==> config.mk <==
export PLATFORM = sky130hd
export DESIGN_NAME = ocd_core
export DESIGN_NICKNAME = d
export VERILOG_FILES = /design/src/core/ocd_pkg.sv /design/src/core/ocd_opcode_table.sv /design/src/core/ocd_core.sv
export SDC_FILE = /design/constraint.sdc
export NUM_CORES = 1
export LEC_CHECK = 0
export BUFFER_PORTS_ARGS = -buffer_cell sky130_fd_sc_hd__buf_2
export CAP_MARGIN = 20
export CORE_ASPECT_RATIO = 0.8
export CORE_MARGIN = 8
export CORE_UTILIZATION = 45
export CTS_CLUSTER_SIZE = 8
export DETAILED_ROUTE_END_ITERATION = 16
export PLACE_DENSITY = 0.69
export SYNTH_ARGS = -nofsm -noshare
export SYNTH_HDL_FRONTEND = slang
export SYNTH_HIERARCHICAL = 1
export SYNTH_SLANG_ARGS = --single-unit
==> constraint.sdc <==
create_clock -name clock -period 4.16 [get_ports clock]
set_clock_uncertainty 0.05 [all_clocks]
set_input_delay 0.208 -clock clock [delete_from_list [all_inputs] [get_ports clock]]
set_output_delay 0.208 -clock clock [all_outputs]
set_load 0.01 [all_outputs]
==> src/core/ocd_pkg.sv <==
//////////////////////////////////////////////////////////////////////////////
// Purpose: Shared constants and types for the opcode fetch/decode core
// Assumes: One clock, program memory with one cycle read latency
// Notes:   Cycle figures are clocks of the system oscillator
//////////////////////////////////////////////////////////////////////////////
package ocd_pkg;

  localparam logic [15:0] RESET_PC        = 16'h0000;
  localparam logic [5:0]  CLK_PER_MC_SLOW = 6'h0C;   // Twelve-clock mode
  localparam logic [5:0]  CLK_PER_MC_FAST = 6'h06;   // Six-clock mode
  localparam logic [1:0]  MC_SHIFT_ONE    = 2'h0;
  localparam logic [1:0]  MC_SHIFT_TWO    = 2'h1;
  localparam logic [1:0]  MC_SHIFT_FOUR   = 2'h2;
  localparam logic [3:0]  BIT_RAM_BASE    = 4'h2;    // Bit area starts at byte 0x20
  localparam logic [7:0]  OPC_SJMP        = 8'h80;
  localparam logic [7:0]  OPC_PRODUCT     = 8'hA4;
  localparam logic [7:0]  OPC_QUOTIENT    = 8'h84;
  localparam logic [7:0]  OPC_MOV_DIR_IMM = 8'h75;
  localparam logic [7:0]  OPC_ORL_DIR_IMM = 8'h43;
  localparam logic [7:0]  OPC_ANL_DIR_IMM = 8'h53;
  localparam logic [7:0]  OPC_XRL_DIR_IMM = 8'h63;

  typedef enum logic [7:0] {
    ST_BOOT  = 8'h01,
    ST_FETCH = 8'h02,
    ST_OPC   = 8'h04,
    ST_DEC   = 8'h08,
    ST_OP1   = 8'h10,
    ST_OP2   = 8'h20,
    ST_DONE  = 8'h40,
    ST_EXEC  = 8'h80
  } ocd_state_t;

endpackage

==> src/core/ocd_opcode_table.sv <==
//////////////////////////////////////////////////////////////////////////////
// Purpose: Registered length and machine-cycle lookup for every opcode
// Assumes: Opcode stable one cycle before the result is read
// Notes:   Unlisted codes fall to one byte, one machine cycle
//////////////////////////////////////////////////////////////////////////////
`timescale 1ns/1ps
module ocd_opcode_table (
  input  wire logic       clock,
  input  wire logic       rst_n,
  input  wire logic [7:0] opcode,
  output logic      [1:0] length,
  output logic      [1:0] mc_shift
);

  function automatic logic [1:0] len_of(input logic [7:0] op);
    if (op[3:0] == 4'h1) begin
      len_of = 2'h2;
    end else if (op inside {8'h02, 8'h12, 8'h10, 8'h20, 8'h30, 8'h43, 8'h53, 8'h63, 8'h75, 8'h85,
                            8'h90, 8'hD5, [8'hB4:8'hBF]}) begin
      len_of = 2'h3;
    end else if (op inside {8'h05, 8'h15, 8'h24, 8'h25, 8'h34, 8'h35, 8'h40, 8'h42, 8'h44, 8'h45,
                            8'h50, 8'h52, 8'h54, 8'h55, 8'h60, 8'h62, 8'h64, 8'h65, 8'h70, 8'h72,
                            8'h74, 8'h76, 8'h77, 8'h80, 8'h82, 8'h86, 8'h87, 8'h92, 8'h94, 8'h95,
                            8'hA0, 8'hA2, 8'hA6, 8'hA7, 8'hB0, 8'hB2, 8'hC0, 8'hC2, 8'hC5, 8'hD0, 8'hD2,
                            8'hE5, 8'hF5, [8'h78:8'h7F], [8'h88:8'h8F], [8'hA8:8'hAF],
                            [8'hD8:8'hDF]}) begin
      len_of = 2'h2;
    end else begin
      len_of = 2'h1;
    end
  endfunction

  function automatic logic [1:0] mc_of(input logic [7:0] op);
    if (op == ocd_pkg::OPC_PRODUCT || op == ocd_pkg::OPC_QUOTIENT) begin
      mc_of = ocd_pkg::MC_SHIFT_FOUR;
    end else if (op[3:0] == 4'h1 ||
                 op inside {8'h02, 8'h12, 8'h10, 8'h20, 8'h30, 8'h40, 8'h50, 8'h60, 8'h70, 8'h80,
                            8'h22, 8'h32, 8'h73, 8'h43, 8'h53, 8'h63, 8'h75, 8'h85, 8'h86, 8'h87,
                            8'h90, 8'h93, 8'h83, 8'hA3, 8'hA6, 8'hA7, 8'hC0, 8'hD0, 8'hD5, 8'h82,
                            8'hB0, 8'h72, 8'hA0, 8'h92, [8'h88:8'h8F], [8'hA8:8'hAF],
                            [8'hB4:8'hBF], [8'hD8:8'hDF], [8'hE0:8'hE3], [8'hF0:8'hF3]}) begin
      mc_of = ocd_pkg::MC_SHIFT_TWO;
    end else begin
      mc_of = ocd_pkg::MC_SHIFT_ONE;
    end
  endfunction

  always_ff @(posedge clock or negedge rst_n) begin
    if (!rst_n) begin
      length   <= 2'h1;
      mc_shift <= ocd_pkg::MC_SHIFT_ONE;
    end else begin
      length   <= len_of(opcode);
      mc_shift <= mc_of(opcode);
    end
  end

endmodule // ocd_opcode_table

==> src/core/ocd_core.sv <==
//////////////////////////////////////////////////////////////////////////////
// Purpose: Opcode fetch, operand fetch, operand addressing and cycle timing
// Assumes: pmem_data valid the cycle after pmem_rd is seen high
// Notes:   First operand byte is fetched speculatively; program reads are harmless
// Operation
// - Decode all standard family opcodes with their classic lengths and timings.
// - Each instruction begins by fetching one 8-bit opcode from program memory.
// - Opcode decides the operation and how many operand bytes follow.
// - Instructions are one, two or three bytes long.
// - Bank register operand picks one of eight registers in the current bank.
// - Direct address 0-127 is internal RAM, 128-255 is function register space.
// - Indirect operand uses register 0 or 1 as an 8-bit RAM pointer.
// - Immediates come from instruction bytes: 8-bit, or 16-bit for pointer load.
// - Long call and jump carry a full 16-bit target.
// - Absolute forms replace low 11 bits within the next instruction's 2k page.
// - Relative branches add signed 8-bit offset to next instruction address.
// - Bit operand addresses one bit in internal RAM or function register space.
// - Twelve-clock mode: 12, 24 or 48 clocks per instruction.
// - Six-clock mode: half of twelve-clock counts, 6, 12 or 24.
// - Configuration bit high selects twelve clocks, low selects six clocks.
//////////////////////////////////////////////////////////////////////////////
`timescale 1ns/1ps
module ocd_core (
  input  wire logic        clock,
  input  wire logic        rst_n,
  input  wire logic [7:0]  pmem_data,
  input  wire logic [1:0]  bank_select,
  input  wire logic        load_pc,
  input  wire logic [15:0] load_pc_value,
  input  wire logic        fast_cycle_config_bit,
  output logic             pmem_rd,
  output logic      [15:0] pmem_addr,
  output logic             insn_valid,
  output logic      [7:0]  insn_opcode,
  output logic      [15:0] insn_addr,
  output logic      [1:0]  insn_length,
  output logic      [15:0] insn_next_pc,
  output logic      [5:0]  insn_clocks,
  output logic             six_clock_cycle_mode,
  output logic      [7:0]  operand1,
  output logic      [7:0]  operand2,
  output logic             uses_bank_register,
  output logic      [2:0]  bank_work_register,
  output logic      [4:0]  bank_reg_ram_addr,
  output logic             uses_indirect,
  output logic             indirect_pointer_register,
  output logic      [4:0]  pointer_ram_addr,
  output logic      [7:0]  direct_addr,
  output logic             direct_is_sfr,
  output logic      [7:0]  bit_byte_addr,
  output logic      [2:0]  bit_index,
  output logic      [7:0]  imm8,
  output logic      [15:0] data_pointer_imm,
  output logic      [15:0] long_branch_target,
  output logic      [15:0] page_branch_target,
  output logic      [15:0] rel_branch_target
);

  ocd_pkg::ocd_state_t state;
  logic [15:0] pc;
  logic [15:0] start_pc;
  logic [7:0]  opcode;
  logic [7:0]  op1;
  logic [7:0]  op2;
  logic [5:0]  clk_cnt;
  logic [1:0]  tbl_len;
  logic [1:0]  tbl_shift;
  logic        cfg_meta;
  logic        cfg_sync;
  logic [7:0]  rel;
  logic        exec_end;
  logic [7:0]  tbl_opcode;

  // Table looks at the byte in flight so its answer is ready in decode
  assign tbl_opcode = (state == ocd_pkg::ST_OPC) ? pmem_data : opcode;
  assign rel      = (tbl_len == 2'h3) ? op2 : op1;
  assign exec_end = (state == ocd_pkg::ST_EXEC) && (clk_cnt == insn_clocks - 6'h01);

  ocd_opcode_table u_table (
    .clock    (clock),
    .rst_n    (rst_n),
    .opcode   (tbl_opcode),
    .length   (tbl_len),
    .mc_shift (tbl_shift)
  );

  //////////////////////////////////////////////////////////////////////////////
  // Mode pin comes from off-chip; two flops before use
  always_ff @(posedge clock or negedge rst_n) begin
    if (!rst_n) begin
      cfg_meta <= 1'b1;
      cfg_sync <= 1'b1;
    end else begin
      cfg_meta <= fast_cycle_config_bit;
      cfg_sync <= cfg_meta;
    end
  end

  //////////////////////////////////////////////////////////////////////////////
  // Sequencer
  always_ff @(posedge clock or negedge rst_n) begin
    if (!rst_n) begin
      state <= ocd_pkg::ST_BOOT;
    end else begin
      unique case (state)
        ocd_pkg::ST_BOOT:  state <= ocd_pkg::ST_FETCH;
        ocd_pkg::ST_FETCH: state <= ocd_pkg::ST_OPC;
        ocd_pkg::ST_OPC:   state <= ocd_pkg::ST_DEC;
        ocd_pkg::ST_DEC:   state <= (tbl_len == 2'h1) ? ocd_pkg::ST_DONE : ocd_pkg::ST_OP1;
        ocd_pkg::ST_OP1:   state <= (tbl_len == 2'h3) ? ocd_pkg::ST_OP2 : ocd_pkg::ST_DONE;
        ocd_pkg::ST_OP2:   state <= ocd_pkg::ST_DONE;
        ocd_pkg::ST_DONE:  state <= ocd_pkg::ST_EXEC;
        ocd_pkg::ST_EXEC:  state <= exec_end ? ocd_pkg::ST_FETCH : ocd_pkg::ST_EXEC;
      endcase
    end
  end

  // Cycle index within the instruction, zero in the fetch cycle
  always_ff @(posedge clock or negedge rst_n) begin
    if (!rst_n) begin
      clk_cnt <= 6'h00;
    end else if (state == ocd_pkg::ST_BOOT || exec_end) begin
      clk_cnt <= 6'h00;
    end else begin
      clk_cnt <= clk_cnt + 6'h01;
    end
  end

  //////////////////////////////////////////////////////////////////////////////
  // Program counter and byte capture
  always_ff @(posedge clock or negedge rst_n) begin
    if (!rst_n) begin
      pc       <= ocd_pkg::RESET_PC;
      start_pc <= ocd_pkg::RESET_PC;
      opcode   <= 8'h00;
      op1      <= 8'h00;
      op2      <= 8'h00;
    end else begin
      if (state == ocd_pkg::ST_FETCH) begin
        start_pc <= pc;
      end
      if (state == ocd_pkg::ST_OPC) begin
        opcode <= pmem_data;
        pc     <= pc + 16'h0001;
      end else if (state == ocd_pkg::ST_OP1) begin
        op1 <= pmem_data;
        pc  <= pc + 16'h0001;
      end else if (state == ocd_pkg::ST_OP2) begin
        op2 <= pmem_data;
        pc  <= pc + 16'h0001;
      end else if (state == ocd_pkg::ST_EXEC && load_pc) begin
        pc <= load_pc_value;
      end
    end
  end

  // Reads are issued a cycle ahead so data lands in the capture state
  always_ff @(posedge clock or negedge rst_n) begin
    if (!rst_n) begin
      pmem_rd   <= 1'b0;
      pmem_addr <= ocd_pkg::RESET_PC;
    end else begin
      pmem_rd <= 1'b0;
      if (state == ocd_pkg::ST_BOOT || exec_end) begin
        pmem_rd   <= 1'b1;
        pmem_addr <= (state == ocd_pkg::ST_EXEC && load_pc) ? load_pc_value : pc;
      end else if (state == ocd_pkg::ST_OPC) begin
        pmem_rd   <= 1'b1;
        pmem_addr <= pc + 16'h0001;
      end else if (state == ocd_pkg::ST_DEC && tbl_len == 2'h3) begin
        pmem_rd   <= 1'b1;
        pmem_addr <= pc + 16'h0001;
      end
    end
  end

  //////////////////////////////////////////////////////////////////////////////
  // Decoded results, loaded once per instruction
  always_ff @(posedge clock or negedge rst_n) begin
    if (!rst_n) begin
      insn_valid                <= 1'b0;
      insn_opcode               <= 8'h00;
      insn_addr                 <= ocd_pkg::RESET_PC;
      insn_length               <= 2'h1;
      insn_next_pc              <= ocd_pkg::RESET_PC;
      insn_clocks               <= ocd_pkg::CLK_PER_MC_SLOW;
      six_clock_cycle_mode      <= 1'b0;
      operand1                  <= 8'h00;
      operand2                  <= 8'h00;
      uses_bank_register        <= 1'b0;
      bank_work_register        <= 3'h0;
      bank_reg_ram_addr         <= 5'h00;
      uses_indirect             <= 1'b0;
      indirect_pointer_register <= 1'b0;
      pointer_ram_addr          <= 5'h00;
      direct_addr               <= 8'h00;
      direct_is_sfr             <= 1'b0;
      bit_byte_addr             <= 8'h00;
      bit_index                 <= 3'h0;
      imm8                      <= 8'h00;
      data_pointer_imm          <= 16'h0000;
      long_branch_target        <= 16'h0000;
      page_branch_target        <= 16'h0000;
      rel_branch_target         <= 16'h0000;
    end else begin
      insn_valid <= (state == ocd_pkg::ST_DONE);
      if (state == ocd_pkg::ST_DONE) begin
        insn_opcode          <= opcode;
        insn_addr            <= start_pc;
        insn_length          <= tbl_len;
        insn_next_pc         <= pc;
        // Mode sampled per instruction so a pin change never splits one
        six_clock_cycle_mode <= !cfg_sync;
        insn_clocks          <= (cfg_sync ? ocd_pkg::CLK_PER_MC_SLOW
                                          : ocd_pkg::CLK_PER_MC_FAST) << tbl_shift;
        operand1             <= op1;
        operand2             <= op2;
        uses_bank_register   <= opcode[3];
        bank_work_register   <= opcode[2:0];
        bank_reg_ram_addr    <= {bank_select, opcode[2:0]};
        uses_indirect        <= (opcode[3:1] == 3'h3) || (opcode[7:5] == 3'h7 && opcode[3:1] == 3'h1);
        indirect_pointer_register <= opcode[0];
        pointer_ram_addr     <= {bank_select, 2'h0, opcode[0]};
        direct_addr          <= op1;
        direct_is_sfr        <= op1[7];
        bit_byte_addr        <= op1[7] ? {op1[7:3], 3'h0}
                                       : {ocd_pkg::BIT_RAM_BASE, op1[6:3]};
        bit_index            <= op1[2:0];
        imm8                 <= (opcode inside {ocd_pkg::OPC_MOV_DIR_IMM, ocd_pkg::OPC_ORL_DIR_IMM,
                                                ocd_pkg::OPC_ANL_DIR_IMM, ocd_pkg::OPC_XRL_DIR_IMM})
                                ? op2 : op1;
        data_pointer_imm     <= {op1, op2};
        long_branch_target   <= {op1, op2};
        page_branch_target   <= {pc[15:11], opcode[7:5], op1};
        rel_branch_target    <= pc + {{8{rel[7]}}, rel};
      end
    end
  end

  //////////////////////////////////////////////////////////////////////////////
  // Checks; period counter is helper logic only
  logic [5:0] per_cnt;
  always_ff @(posedge clock or negedge rst_n) begin
    if (!rst_n) begin
      per_cnt <= 6'h00;
    end else begin
      per_cnt <= (state == ocd_pkg::ST_FETCH) ? 6'h01 : per_cnt + 6'h01;
    end
  end
endmodule // ocd_core

## Yosys cells after proc, flatten, opt, wreduce, memory -nomap -nowiden

Cells that the tools add are included.

- Flip-flop bits (word level): 241
- Output and inout bits: 191
- Word-level logic and storage cells: 186

- Add/subtract/negate cells: 4
- Order comparisons: 14
- Eq/ne operators: 82
- Shift-type cells: 1
- Mux-type cells: 25
- Bitwise operators: 2
- Reductions and logical operators: 23

Operator list:

| kind | count |
|---|---|
| $eq 8x8->1 const B | 29 |
| $eq 8x7->1 const B | 27 |
| $mux 16 | 7 |
| $eq 8x6->1 const B | 9 |
| $pmux 8 s8 | 1 |
| $ge 8x8->1 const B | 6 |
| $le 8x8->1 const B | 6 |
| $reduce_bool 47->1 | 1 |
| $mux 8 | 5 |
| $reduce_bool 40->1 | 1 |
| $eq 8x5->1 const B | 4 |
| $add 16x1->16 const B | 1 |
| $add 16x16->16 | 1 |
| $eq 8x2->1 const B | 2 |
| $eq 8x3->1 const B | 2 |
| $mux 7 | 2 |
| $reduce_bool 13->1 | 1 |
| $logic_and 1x1->1 | 11 |
| $eq 8x1->1 const B | 1 |
| $eq 8x4->1 const B | 1 |
| $ge 8x7->1 const B | 1 |
| $le 8x7->1 const B | 1 |
| $mux 2 | 4 |
| $add 6x1->6 const B | 1 |
| 19 further kinds | 26 |

## Depth between registers and ports, before layout

Gate-level depths: netlist (run 1).

- Word-level depth: 8
- Gate-level depth with buffers: 13
- Gate-level depth less buffers: 11

## Modules after synthesis

The synthesis (run 1) kept the hierarchy.

By module, submodules not included:

| module | times used | cells an instance | area an instance (um^2) | seq. area each (um^2) |
|---|---|---|---|---|
| ocd_core | 1 | 937 | 9272.6 | 4712.0 |
| ocd_opcode_table | 1 | 99 | 725.7 | 101.3 |

## Worst setup path before layout (run 1)

Ideal clock, no wire load.

- Path type: reg-to-reg
- Start: register u_table.length[1]
- End: register rel_branch_target[14]
- Library setup time: 0.133 ns
- Arrival: 2.956 ns
- Required time: 3.977 ns
- Slack: 1.021 ns
- Stages on the path, launching flop included: 12
- Buffers on the path: 1
- Clock period less this slack: 3.139 ns
- Cell sequence: dfrtp_1 -> nand2_1 -> clkbuf_1 -> mux2_2 -> ha_1 -> fa_1 -> a21o_1 -> a221oi_1 -> o41ai_1 -> a221oi_1 -> xor2_1 -> o21ai_0

- Longest elaborated chain between the ends: 3

Ends and longest elaborated chain:

| element | line | text |
|---|---|---|
| start: declaration | ocd_opcode_table.sv:11 | `output logic [1:0] length,` |
| start signal: assignment | ocd_opcode_table.sv:53 | `length <= len_of(opcode);` |
| $eq 2x2->1 | ocd_core.sv:76 | `assign rel = (tbl_len == 2'h3) ? op2 : op1;` |
| $mux 8 | ocd_core.sv:76 |  |
| $add 16x16->16 | ocd_core.sv:235 | `rel_branch_target <= pc + {{8{rel[7]}}, rel};` |
| end signal: assignment | ocd_core.sv:235 |  |
| end: declaration | ocd_core.sv:56 | `output logic [15:0] rel_branch_target` |

No other way between the ends.
A chain may end at the register's enable or synchronous reset.

## Worst setup path after layout (run 1)

- Start: register u_table.length[0]
- End: register rel_branch_target[14]

The elaborated chain is that of the path after synthesis.

==> results.cfg, run 1 <==
[placed_design]
portBuffers = 217
detailedPlacementHpwl_microns = 19200
place_ws_ps = 714
final_wtd_congestion = 0.844

[finish]
fin_nets = 1223
insertedDiodeCount = 0
share_of_final_layout_standard_cells_stronger_than_drive_strength_1_pct = 27.3
syn_to_final_growth_pct = 14.6
finish.utilization_pct = 52.8

[sta]
timing.setup.tns_ps = 0
rsz_0062_raised_after_global_routing = no
highest_clock_rate_ghz = 0.289
setup_viol = 0
final.min_clock_period_ps = 3460
final.period_utilization_pct = 83.2
number_of_hold_slack_violations_in_the_final_timing_report = 0
max_slew_margin_pct = 30.1
worstMarginPinSlew_ps = 1050
worst_slack_ps = 698
maxSlewViolCount = 0

[worst_setup_path]
critPathLaunchType = register
path_cells = nand2_1 -> mux2_2 -> ha_1 -> fa_1 -> a21o_1 -> a221oi_1 -> o41ai_1 -> a221oi_1 -> xor2_1 -> o21ai_0
path_class = register to register
regToRegStartpoint = u_table/length[0]$_DFF_PN1_
critical_path_destination = rel_branch_target[14]$_DFFE_PN0P_
worstPathMaxFanout = 11
reg2reg_slack_ps = 700
endpoint_kind = register
critical-path-top-cell-by-count = a221oi_1
crit_path_max_incr_delay_ps = 540
slowest_stage = dfstp_2
timing.reg2reg.worst_path_depth = 10
timing.critical_path.required_ps = 4400
critPathLaunch = u_table/length[0]$_DFF_PN1_
reg2reg_to = rel_branch_target[14]$_DFFE_PN0P_
arrival_time_at_the_worst_endpoint_ps = 3700

[floorplanning]
floorplan.core_area_sq_um = 21700
die_area_sq_um = 27300
num_rows = 48
die_outline_height_microns = 149
die_w_microns = 183
initial_core_util_pct = 46.1
total_i_o_pin_count = 221

[power_and_ir_drop]
sequentialPowerShare_pct = 41.0
share_comb_of_total_power_pct = 30.9
worst_ir_drop_vdd_v = 0.000253
power.static_leakage_nw = 6.16
power-per-cell-area_nw_per_um2 = 505
internal_power_w = 0.00373
power.share.clock_pct = 28.1
switching_power_of_the_nets_w = 0.00205
power_switching_share_pct = 35.5

[global_routing]
number_of_global_route_vias_before_repair = 7675
grt_max_degree = 126
number_of_antenna_violations_at_the_first_check_in_global_routing = 5
track_usage_pct = 19.5
first_pass_grt_wire_length_microns = 42300
sum_of_overflow_across_all_layers_after_global_routing = 0

[clocking]
cts_max_level = 4
clock_path_buffers = 2
clk-insertion-delay-late_ps = 440
clk_pin_slew_ps = 70
cts_resized = 0
cts_root_buffer = clkbuf_16
tritoncts = yes
numCtsBuffers = 17
post_cts.repair.setup_buffers = 0
cts.sink_count = 192
holdBufCountCts = 12

[synth]
synthTopCellsByArea = dfrtp_1 (46%), nand2_1 (10%), buf_4 (5.8%)
synth_seq_area_share_pct = 48.1
yosys_most_used_dff = dfrtp_1
syn-instance-count = 1036
ys_ff_latch = 192
top_cell_type_s_share_of_synthesized_area_pct = 46.3
syn_area_per_cell_sq_um = 9.65
synth_edf_count = 0
synthMostInstantiatedCell = nand2_1
syn_area_sq_um = 10000
proportion_of_synthesized_flip_flops_having_asynchronous_set_or_reset_pct = 100
yosys_warnings = 6
yosysTopAreaCell = dfrtp_1
synth.distinct_cells = 78
post_synth_most_frequent_cells = nand2_1 (275), dfrtp_1 (185), buf_4 (77), o21ai_0 (55), mux2_2 (43)

[detailed_routing]
number_of_iterations_in_the_first_detailed_routing_pass = 5
routed_wirelength_microns = 26800
drt-wirelength-per-cell_microns = 18.0
drt_drc_violations_left = 0
route.antenna.remaining_nets = 0
avgViaCountPerCell = 5.20
detailedRoute.firstIterationViolations = 567
detailroute.via_count = 7720

[worst_hold_path]
timing.hold.worst.class = input port to register

[flow_run]
drv_cap = 0

[run_status]
outcome = completed
==> final cells by class <==
class                      instances  area (sq um)
timing repair buffer             239          1290
sequential                       192          4810
fill                            1973         10200
tap                              300           375
clock inverter                    10          98.8
multi-input combinational        698          4310
inverter                          25          93.8
clock buffer                      22           474
==> worst max-delay path: cells and delay by family (launching register included) <==
family	cells	cell delay, ps
AOI/OAI and AO/OA	5	1270
DFF	1	540
adders and majority gates	2	630
muxes	1	370
and+or+nand+nor	1	260
xor gates and xnor gates	1	180
==> power by group through the flow <==
stage,combinational (W),sequential (W),clock (W)
2_1_floorplan,0.00133,0.00234,0
3_3_place_gp,0.00173,0.00241,0
3_5_place_dp,0.00176,0.00241,0
4_1_cts,0.00179,0.00238,0.00165
5_1_grt,0.00198,0.00241,0.00172
6_report,0.00179,0.00237,0.00163
==> worst min-delay path by stage <==
stage / slack [ps] / endpoint / start / cells past startpoint
4_1_cts: 10 / pc[11]$_DFF_PN0_ / load_pc_value[11] / 2
6_report: 20 / pc[11]$_DFF_PN0_ / load_pc_value[11] / 2
3_3_place_gp: 260 / cfg_meta$_DFF_PN1_ / fast_cycle_config_bit / 1
5_1_grt: 30 / pc[11]$_DFF_PN0_ / load_pc_value[11] / 2
3_5_place_dp: 260 / cfg_meta$_DFF_PN1_ / fast_cycle_config_bit / 1
2_1_floorplan: -140 / bank_reg_ram_addr[3]$_DFFE_PN0P_ / rst_n / 0
==> cell families after synthesis <==
| logic type | synth area share, % |
|---|---|
| simple gates | 18.6 |
| xor+xnor | 3.55 |
| flops | 48.1 |
| other cells | 0.0375 |
| mux | 9.05 |
| compound gates | 9.09 |
| buf+inv | 8.92 |
| fa+ha+maj | 2.58 |
==> cell usage in the layout (no fill, tap or decap), types with 9 or more instances in the layout <==
cell type / n
dfrtp_1: 185
a21oi_1: 18
o21ai_0: 55
clkbuf_16: 17
and2_1: 10
mux2_2: 43
xor2_1: 16
nand2b_1: 13
buf_4: 10
buf_2: 216
nor2b_1: 12
nand3_1: 23
ha_1: 19
a221oi_1: 9
mux2i_1: 42
dlygate4sd3_1: 12
nand2_1: 274
nor2_1: 31
xnor2_1: 22
inv_1: 22
==> layer usage <==
layer	up-vias	global-route usage, %	wire length, microns
met5	-	0	50
met4	10	5.28	381
met3	39	5.92	1980
met2	219	30.4	12100
met1	3752	26.1	12200
li1	3700	-	-
==> stage by stage <==
stage | total power [W] | instances | hold WS, ps | area [sq um]
CTS | 0.00582 | 1485 | 9.52 | 11400
global route | 0.00612 | 1486 | 30.7 | 11500
global placement | 0.00414 | 1441 | 265 | 10800
floorplan | 0.00367 | 1039 | -138 | 10000
finish | 0.00579 | 1486 | 24.6 | 11500
detailed placement | 0.00417 | 1441 | 265 | 10800
==> sequential cells by signal, summed over array words and instances, names as in the netlist, 7 cells and up <==
signal,count
state,8
imm8,8
pc,16
start_pc,16
operand2,7
opcode,8
pmem_addr,16
rel_branch_target,16
op1,8
insn_opcode,7
bit_byte_addr,7
operand1,7
insn_next_pc,16
insn_addr,16
op2,8
(Power assumes the default switching activity.)
==> inputs of run 2 (changes only) <==
clock period = 3.5 ns   (was 4.16 ns; I/O delays follow)
==> run 2 against run 1 <==
  * Global-route usage grew 0.18 points
  * Power rose by 22%
  * Sequential cell count stayed put
  * Worst setup slack worse by 430 ps
  * Core utilization is 1.1 points higher
  * First-iteration DRC count is 23% higher
  * Critical path depth unchanged
  * Via count grew 1.7%
  * Wire length increased by 0.30%
  * Final cell count rose by 1.3%
  * Largest power group unchanged
==> results.cfg, run 2 (same netlist as run 1, synthesis figures left out) <==
[floorplanning]
die_w_microns = 183
die_area_sq_um = 27300
floorplan.core_area_sq_um = 21700
die_outline_height_microns = 149
num_rows = 48
initial_core_util_pct = 46.1
total_i_o_pin_count = 221

[sta]
worst_slack_ps = 268
max_slew_margin_pct = 39.8
timing.setup.tns_ps = 0
number_of_hold_slack_violations_in_the_final_timing_report = 0
worstMarginPinSlew_ps = 904
final.min_clock_period_ps = 3230
rsz_0062_raised_after_global_routing = no
final.period_utilization_pct = 92.4
setup_viol = 0
highest_clock_rate_ghz = 0.309
maxSlewViolCount = 0

[global_routing]
track_usage_pct = 19.7
number_of_antenna_violations_at_the_first_check_in_global_routing = 3
sum_of_overflow_across_all_layers_after_global_routing = 0
grt_max_degree = 110
first_pass_grt_wire_length_microns = 43000
number_of_global_route_vias_before_repair = 7740

[detailed_routing]
number_of_iterations_in_the_first_detailed_routing_pass = 5
avgViaCountPerCell = 5.22
drt-wirelength-per-cell_microns = 17.8
detailedRoute.firstIterationViolations = 696
routed_wirelength_microns = 26900
detailroute.via_count = 7854
route.antenna.remaining_nets = 0
drt_drc_violations_left = 0

[clocking]
post_cts.repair.setup_buffers = 0
clk_pin_slew_ps = 70
cts.sink_count = 192
numCtsBuffers = 17
cts_max_level = 4
clk-insertion-delay-late_ps = 440
tritoncts = yes
cts_root_buffer = clkbuf_16
clock_path_buffers = 2

[finish]
most-common-layout-cells = nand2_1 (274), buf_2 (216), dfrtp_1 (185), o21ai_0 (55), mux2_2 (43)
finish.cell_count_without_fillers = 1505
syn_to_final_growth_pct = 16.9
layout_commonest_cell = nand2_1
insertedDiodeCount = 0
share_of_final_layout_standard_cells_stronger_than_drive_strength_1_pct = 28.2
finish.utilization_pct = 53.9
fin_nets = 1242

[placed_design]
place_ws_ps = 288
final_wtd_congestion = 0.850
dp.cells = 1456
portBuffers = 217
detailedPlacementHpwl_microns = 19300

[power_and_ir_drop]
worst_ir_drop_vdd_v = 0.000338
power-per-cell-area_nw_per_um2 = 602
power.static_leakage_nw = 6.28
switching_power_of_the_nets_w = 0.00259
internal_power_w = 0.00444
power_switching_share_pct = 36.9
share_comb_of_total_power_pct = 31.8
sequentialPowerShare_pct = 39.9
total_power_w = 0.00703
power.share.clock_pct = 28.3

[worst_setup_path]
endpoint_kind = register
arrival_time_at_the_worst_endpoint_ps = 3470
timing.reg2reg.worst_path_depth = 10
path_class = register to register
worstPathMaxFanout = 10
timing.critical_path.required_ps = 3740
critPathLaunchType = register

[worst_hold_path]
timing.hold.worst_path_depth = 3
timing.hold.worst.class = input port to register

[run_status]
outcome = completed

[flow_run]
drv_cap = 0
-- run 2: through the flow --
stage / hold slack, ps / instance area, sq um
finish: 18.9 / 11700
global route: 21.4 / 11700
CTS: 9.39 / 11700
detailed placement: 231 / 10900
global placement: 232 / 10900
floorplan: -171 / 10000
-- run 2: final timing paths --
kind / start / end / slack [ps]
min in group asynchronous: rst_n / pmem_addr[10]$_DFFE_PN0P_ / 350
min reg2reg: cfg_meta$_DFF_PN1_ / cfg_sync$_DFF_PN1_ / 310
max in group asynchronous: rst_n / state[0]$_DFF_PN1_ / 2140
max reg2reg: u_table/length[0]$_DFF_PN1_ / rel_branch_target[14]$_DFFE_PN0P_ / 270
max: u_table/length[0]$_DFF_PN1_ / rel_branch_target[14]$_DFFE_PN0P_ / 270
min: load_pc_value[4] / pc[4]$_DFF_PN0_ / 20
-- run 2: cell type report --
cell class / count / area (sq um)
clock buffers: 17 / 425
inverters: 25 / 93.8
fillers: 1956 / 9990
multi-input cells: 698 / 4310
well taps: 300 / 375
clock inverters: 15 / 185
flip-flops and latches: 192 / 4810
repair buffers: 258 / 1480
-- run 2: critical path, cell delays in order, from the launching register on --
cell      delay [ps]
dfstp_2          540
nand2_1           80
buf_4            180
mux2_2           310
fa_1             450
a21o_1           190
a221oi_1         510
o41ai_1          170
a221oi_1         340
xor2_1           170
o21ai_0           80
-- run 2: power groups by stage --
| stage | combinational [W] | clock [W] | sequential (W) |
|---|---|---|---|
| floorplan | 0.00158 | 0 | 0.00279 |
| global placement | 0.00217 | 0 | 0.00284 |
| detailed placement | 0.00220 | 0 | 0.00285 |
| CTS | 0.00222 | 0.00202 | 0.00280 |
| global route | 0.00247 | 0.00212 | 0.00285 |
| finish | 0.00224 | 0.00199 | 0.00281 |
-- run 2: routing by layer --
metal  up-vias  part of all wire (%)  GRT usage, %
met3        31                   7.8          5.09
met5         -                 0.097             0
li1       3741                     -             -
met4         6                   1.4          5.28
met1      3820                    46          27.2
met2       256                    44          30.3
-- run 2: what timing repair did --
| action | in CTS | in global routing |
|---|---|---|
| hold endpoints to repair | 127 | 0 |
| gates resized for setup | 0 | 0 |
| hold buffers | 17 | 0 |
==> inputs of run 3 (changes only) <==
SETUP_SLACK_MARGIN = 0.3   (was default)
==> run 3 against run 2 <==
  * Sequential share of layout area down 0.16 points
  * Combinational power up 2%
  * Register-to-register slack better by 190 ps
  * Final cell count unchanged
  * Clock power about the same
  * Core utilization up 0.21 points
  * Fmax up 6.4%
  * Worst setup slack better by 190 ps
  * Via count up 0.31%
  * Non-clock buffer count unchanged
==> results.cfg, run 3 (same netlist as run 1, synthesis figures left out) <==
[worst_setup_path]
path_class = register to register
slowest_stage = dfstp_2
timing.critical_path.required_ps = 3740
worstPathMaxFanout = 10
endpoint_kind = register
path_cells = nand2_1 -> buf_4 -> mux2_2 -> fa_1 -> a21o_1 -> a221oi_4 -> o41ai_1 -> a221oi_1 -> xor2_1 -> o21ai_0
crit_path_max_incr_delay_ps = 540
arrival_time_at_the_worst_endpoint_ps = 3280
critPathLaunchType = register

[floorplanning]
num_rows = 48
die_area_sq_um = 27300
initial_core_util_pct = 46.1
die_outline_height_microns = 149
total_i_o_pin_count = 221
die_w_microns = 183
floorplan.core_area_sq_um = 21700

[global_routing]
global_route.usage.met1_pct = 27.2
first_pass_grt_wire_length_microns = 43000
gr-max-usage-layer = met2
sum_of_overflow_across_all_layers_after_global_routing = 0
number_of_antenna_violations_at_the_first_check_in_global_routing = 3
grt_max_degree = 110
track_usage_pct = 19.7
grtUsageMet2_pct = 30.3
number_of_global_route_vias_before_repair = 7728
global_route.usage.met3_pct = 5.09

[finish]
fin_nets = 1242
most-common-layout-cells = nand2_1 (270), buf_2 (216), dfrtp_1 (185), o21ai_0 (55), mux2_2 (43)
insertedDiodeCount = 0
share_of_final_layout_standard_cells_stronger_than_drive_strength_1_pct = 28.9
layout_commonest_cell = nand2_1
syn_to_final_growth_pct = 17.3
final_cell_area_sq_um = 11700

[power_and_ir_drop]
power.static_leakage_nw = 6.28
worst_ir_drop_vdd_v = 0.000336
total_power_w = 0.00707
power-per-cell-area_nw_per_um2 = 603

[detailed_routing]
route.antenna.remaining_nets = 0
detailedRoute.firstIterationViolations = 670
drt-wirelength-per-cell_microns = 17.9
avgViaCountPerCell = 5.23
number_of_iterations_in_the_first_detailed_routing_pass = 5
detailroute.via_count = 7878
drt_drc_violations_left = 0
routed_wirelength_microns = 27000

[placed_design]
detailedPlacementHpwl_microns = 19300
place_ws_ps = 288
final_wtd_congestion = 0.850
placed_area_sq_um = 10900
portBuffers = 217

[clocking]
tritoncts = yes
numCtsBuffers = 17
clk_pin_slew_ps = 70
clock_path_buffers = 2
clk-insertion-delay-late_ps = 440
cts_root_buffer = clkbuf_16
post_cts.repair.setup_buffers = 0
cts_max_level = 4
cts.sink_count = 192

[run_status]
outcome = completed

[sta]
timing.setup.tns_ps = 0
final.min_clock_period_ps = 3040
finalHoldWorstSlack_ps = 17.8
maxSlewViolCount = 0
worst_slack_ps = 461
final.period_utilization_pct = 86.8
highest_clock_rate_ghz = 0.329
number_of_hold_slack_violations_in_the_final_timing_report = 0
rsz_0062_raised_after_global_routing = no
max_slew_margin_pct = 39.9
setup_viol = 0
worstMarginPinSlew_ps = 901

[worst_hold_path]
timing.hold.worst.class = input port to register

[flow_run]
drv_cap = 0
run 3: cell counts in the layout (fill, tap and decap cells not counted):
Identical to the previous run, type by type.
run 3: critical path, delay by kind of cell, from the launching register on:
kind	cells	cell delay, ps
and+or+nand+nor	1	80
muxes	1	310
DFF	1	540
adders and majority gates	1	450
xor gates and xnor gates	1	170
buffers and inverters	1	180
AOI/OAI and AO/OA	5	1100
run 3: per-stage QoR:
step	std cells	utilization [%]
3_3_place_gp	1456	50.3
2_1_floorplan	1039	-
5_1_grt	1505	54.1
6_report	1505	54.1
3_5_place_dp	1456	50.3
4_1_cts	1505	53.9
run 3: path summary, 6_finish.rpt:
check / startpoint / to / slack, ps / cells past startpoint
hold / removal: load_pc_value[4] / pc[4]$_DFF_PN0_ / 20 / 3
setup reg to reg: u_table/length[0]$_DFF_PN1_ / rel_branch_target[14]$_DFFE_PN0P_ / 460 / 10
max in group asynchronous: rst_n / state[0]$_DFF_PN1_ / 2130 / 3
setup / recovery: u_table/length[0]$_DFF_PN1_ / rel_branch_target[14]$_DFFE_PN0P_ / 460 / 10
hold reg to reg: cfg_meta$_DFF_PN1_ / cfg_sync$_DFF_PN1_ / 310 / 0
min in group asynchronous: rst_n / pmem_addr[10]$_DFFE_PN0P_ / 360 / 2
run 3: timing repair:
action                     4_1_cts  5_1_grt
hold buffers                    17        0
setup endpoints to repair        2        5
cloned                           0        0
resized for setup                1        8
hold endpoints to repair       127        0
pin swaps                        0        1
run 3: final cells by class:
| type | instances | area (sq um) |
|---|---|---|
| fill | 1954 | 9950 |
| sequential | 192 | 4810 |
| multi-input combinational | 698 | 4360 |
| timing repair buffer | 258 | 1480 |
| clock buffer | 17 | 425 |
| tap | 300 | 375 |
| clock inverter | 15 | 185 |
| inverter | 25 | 93.8 |
run 3: where the power goes:
group,switching [W],leakage [nW],internal [W]
Combinational,0.00131,3.46,0.000975
Clock,0.00101,0.293,0.000976
Sequential,0.000304,2.53,0.00250
Total,0.00262,6.28,0.00445
run 3: metal layers:
metal / up-vias / share of wire [%] / wire [microns]
li1: 3741 / - / -
met1: 3856 / 46 / 12500
met2: 250 / 45 / 12100
met3: 25 / 7.4 / 1990
met4: 6 / 1.3 / 361
met5: - / 0.096 / 26
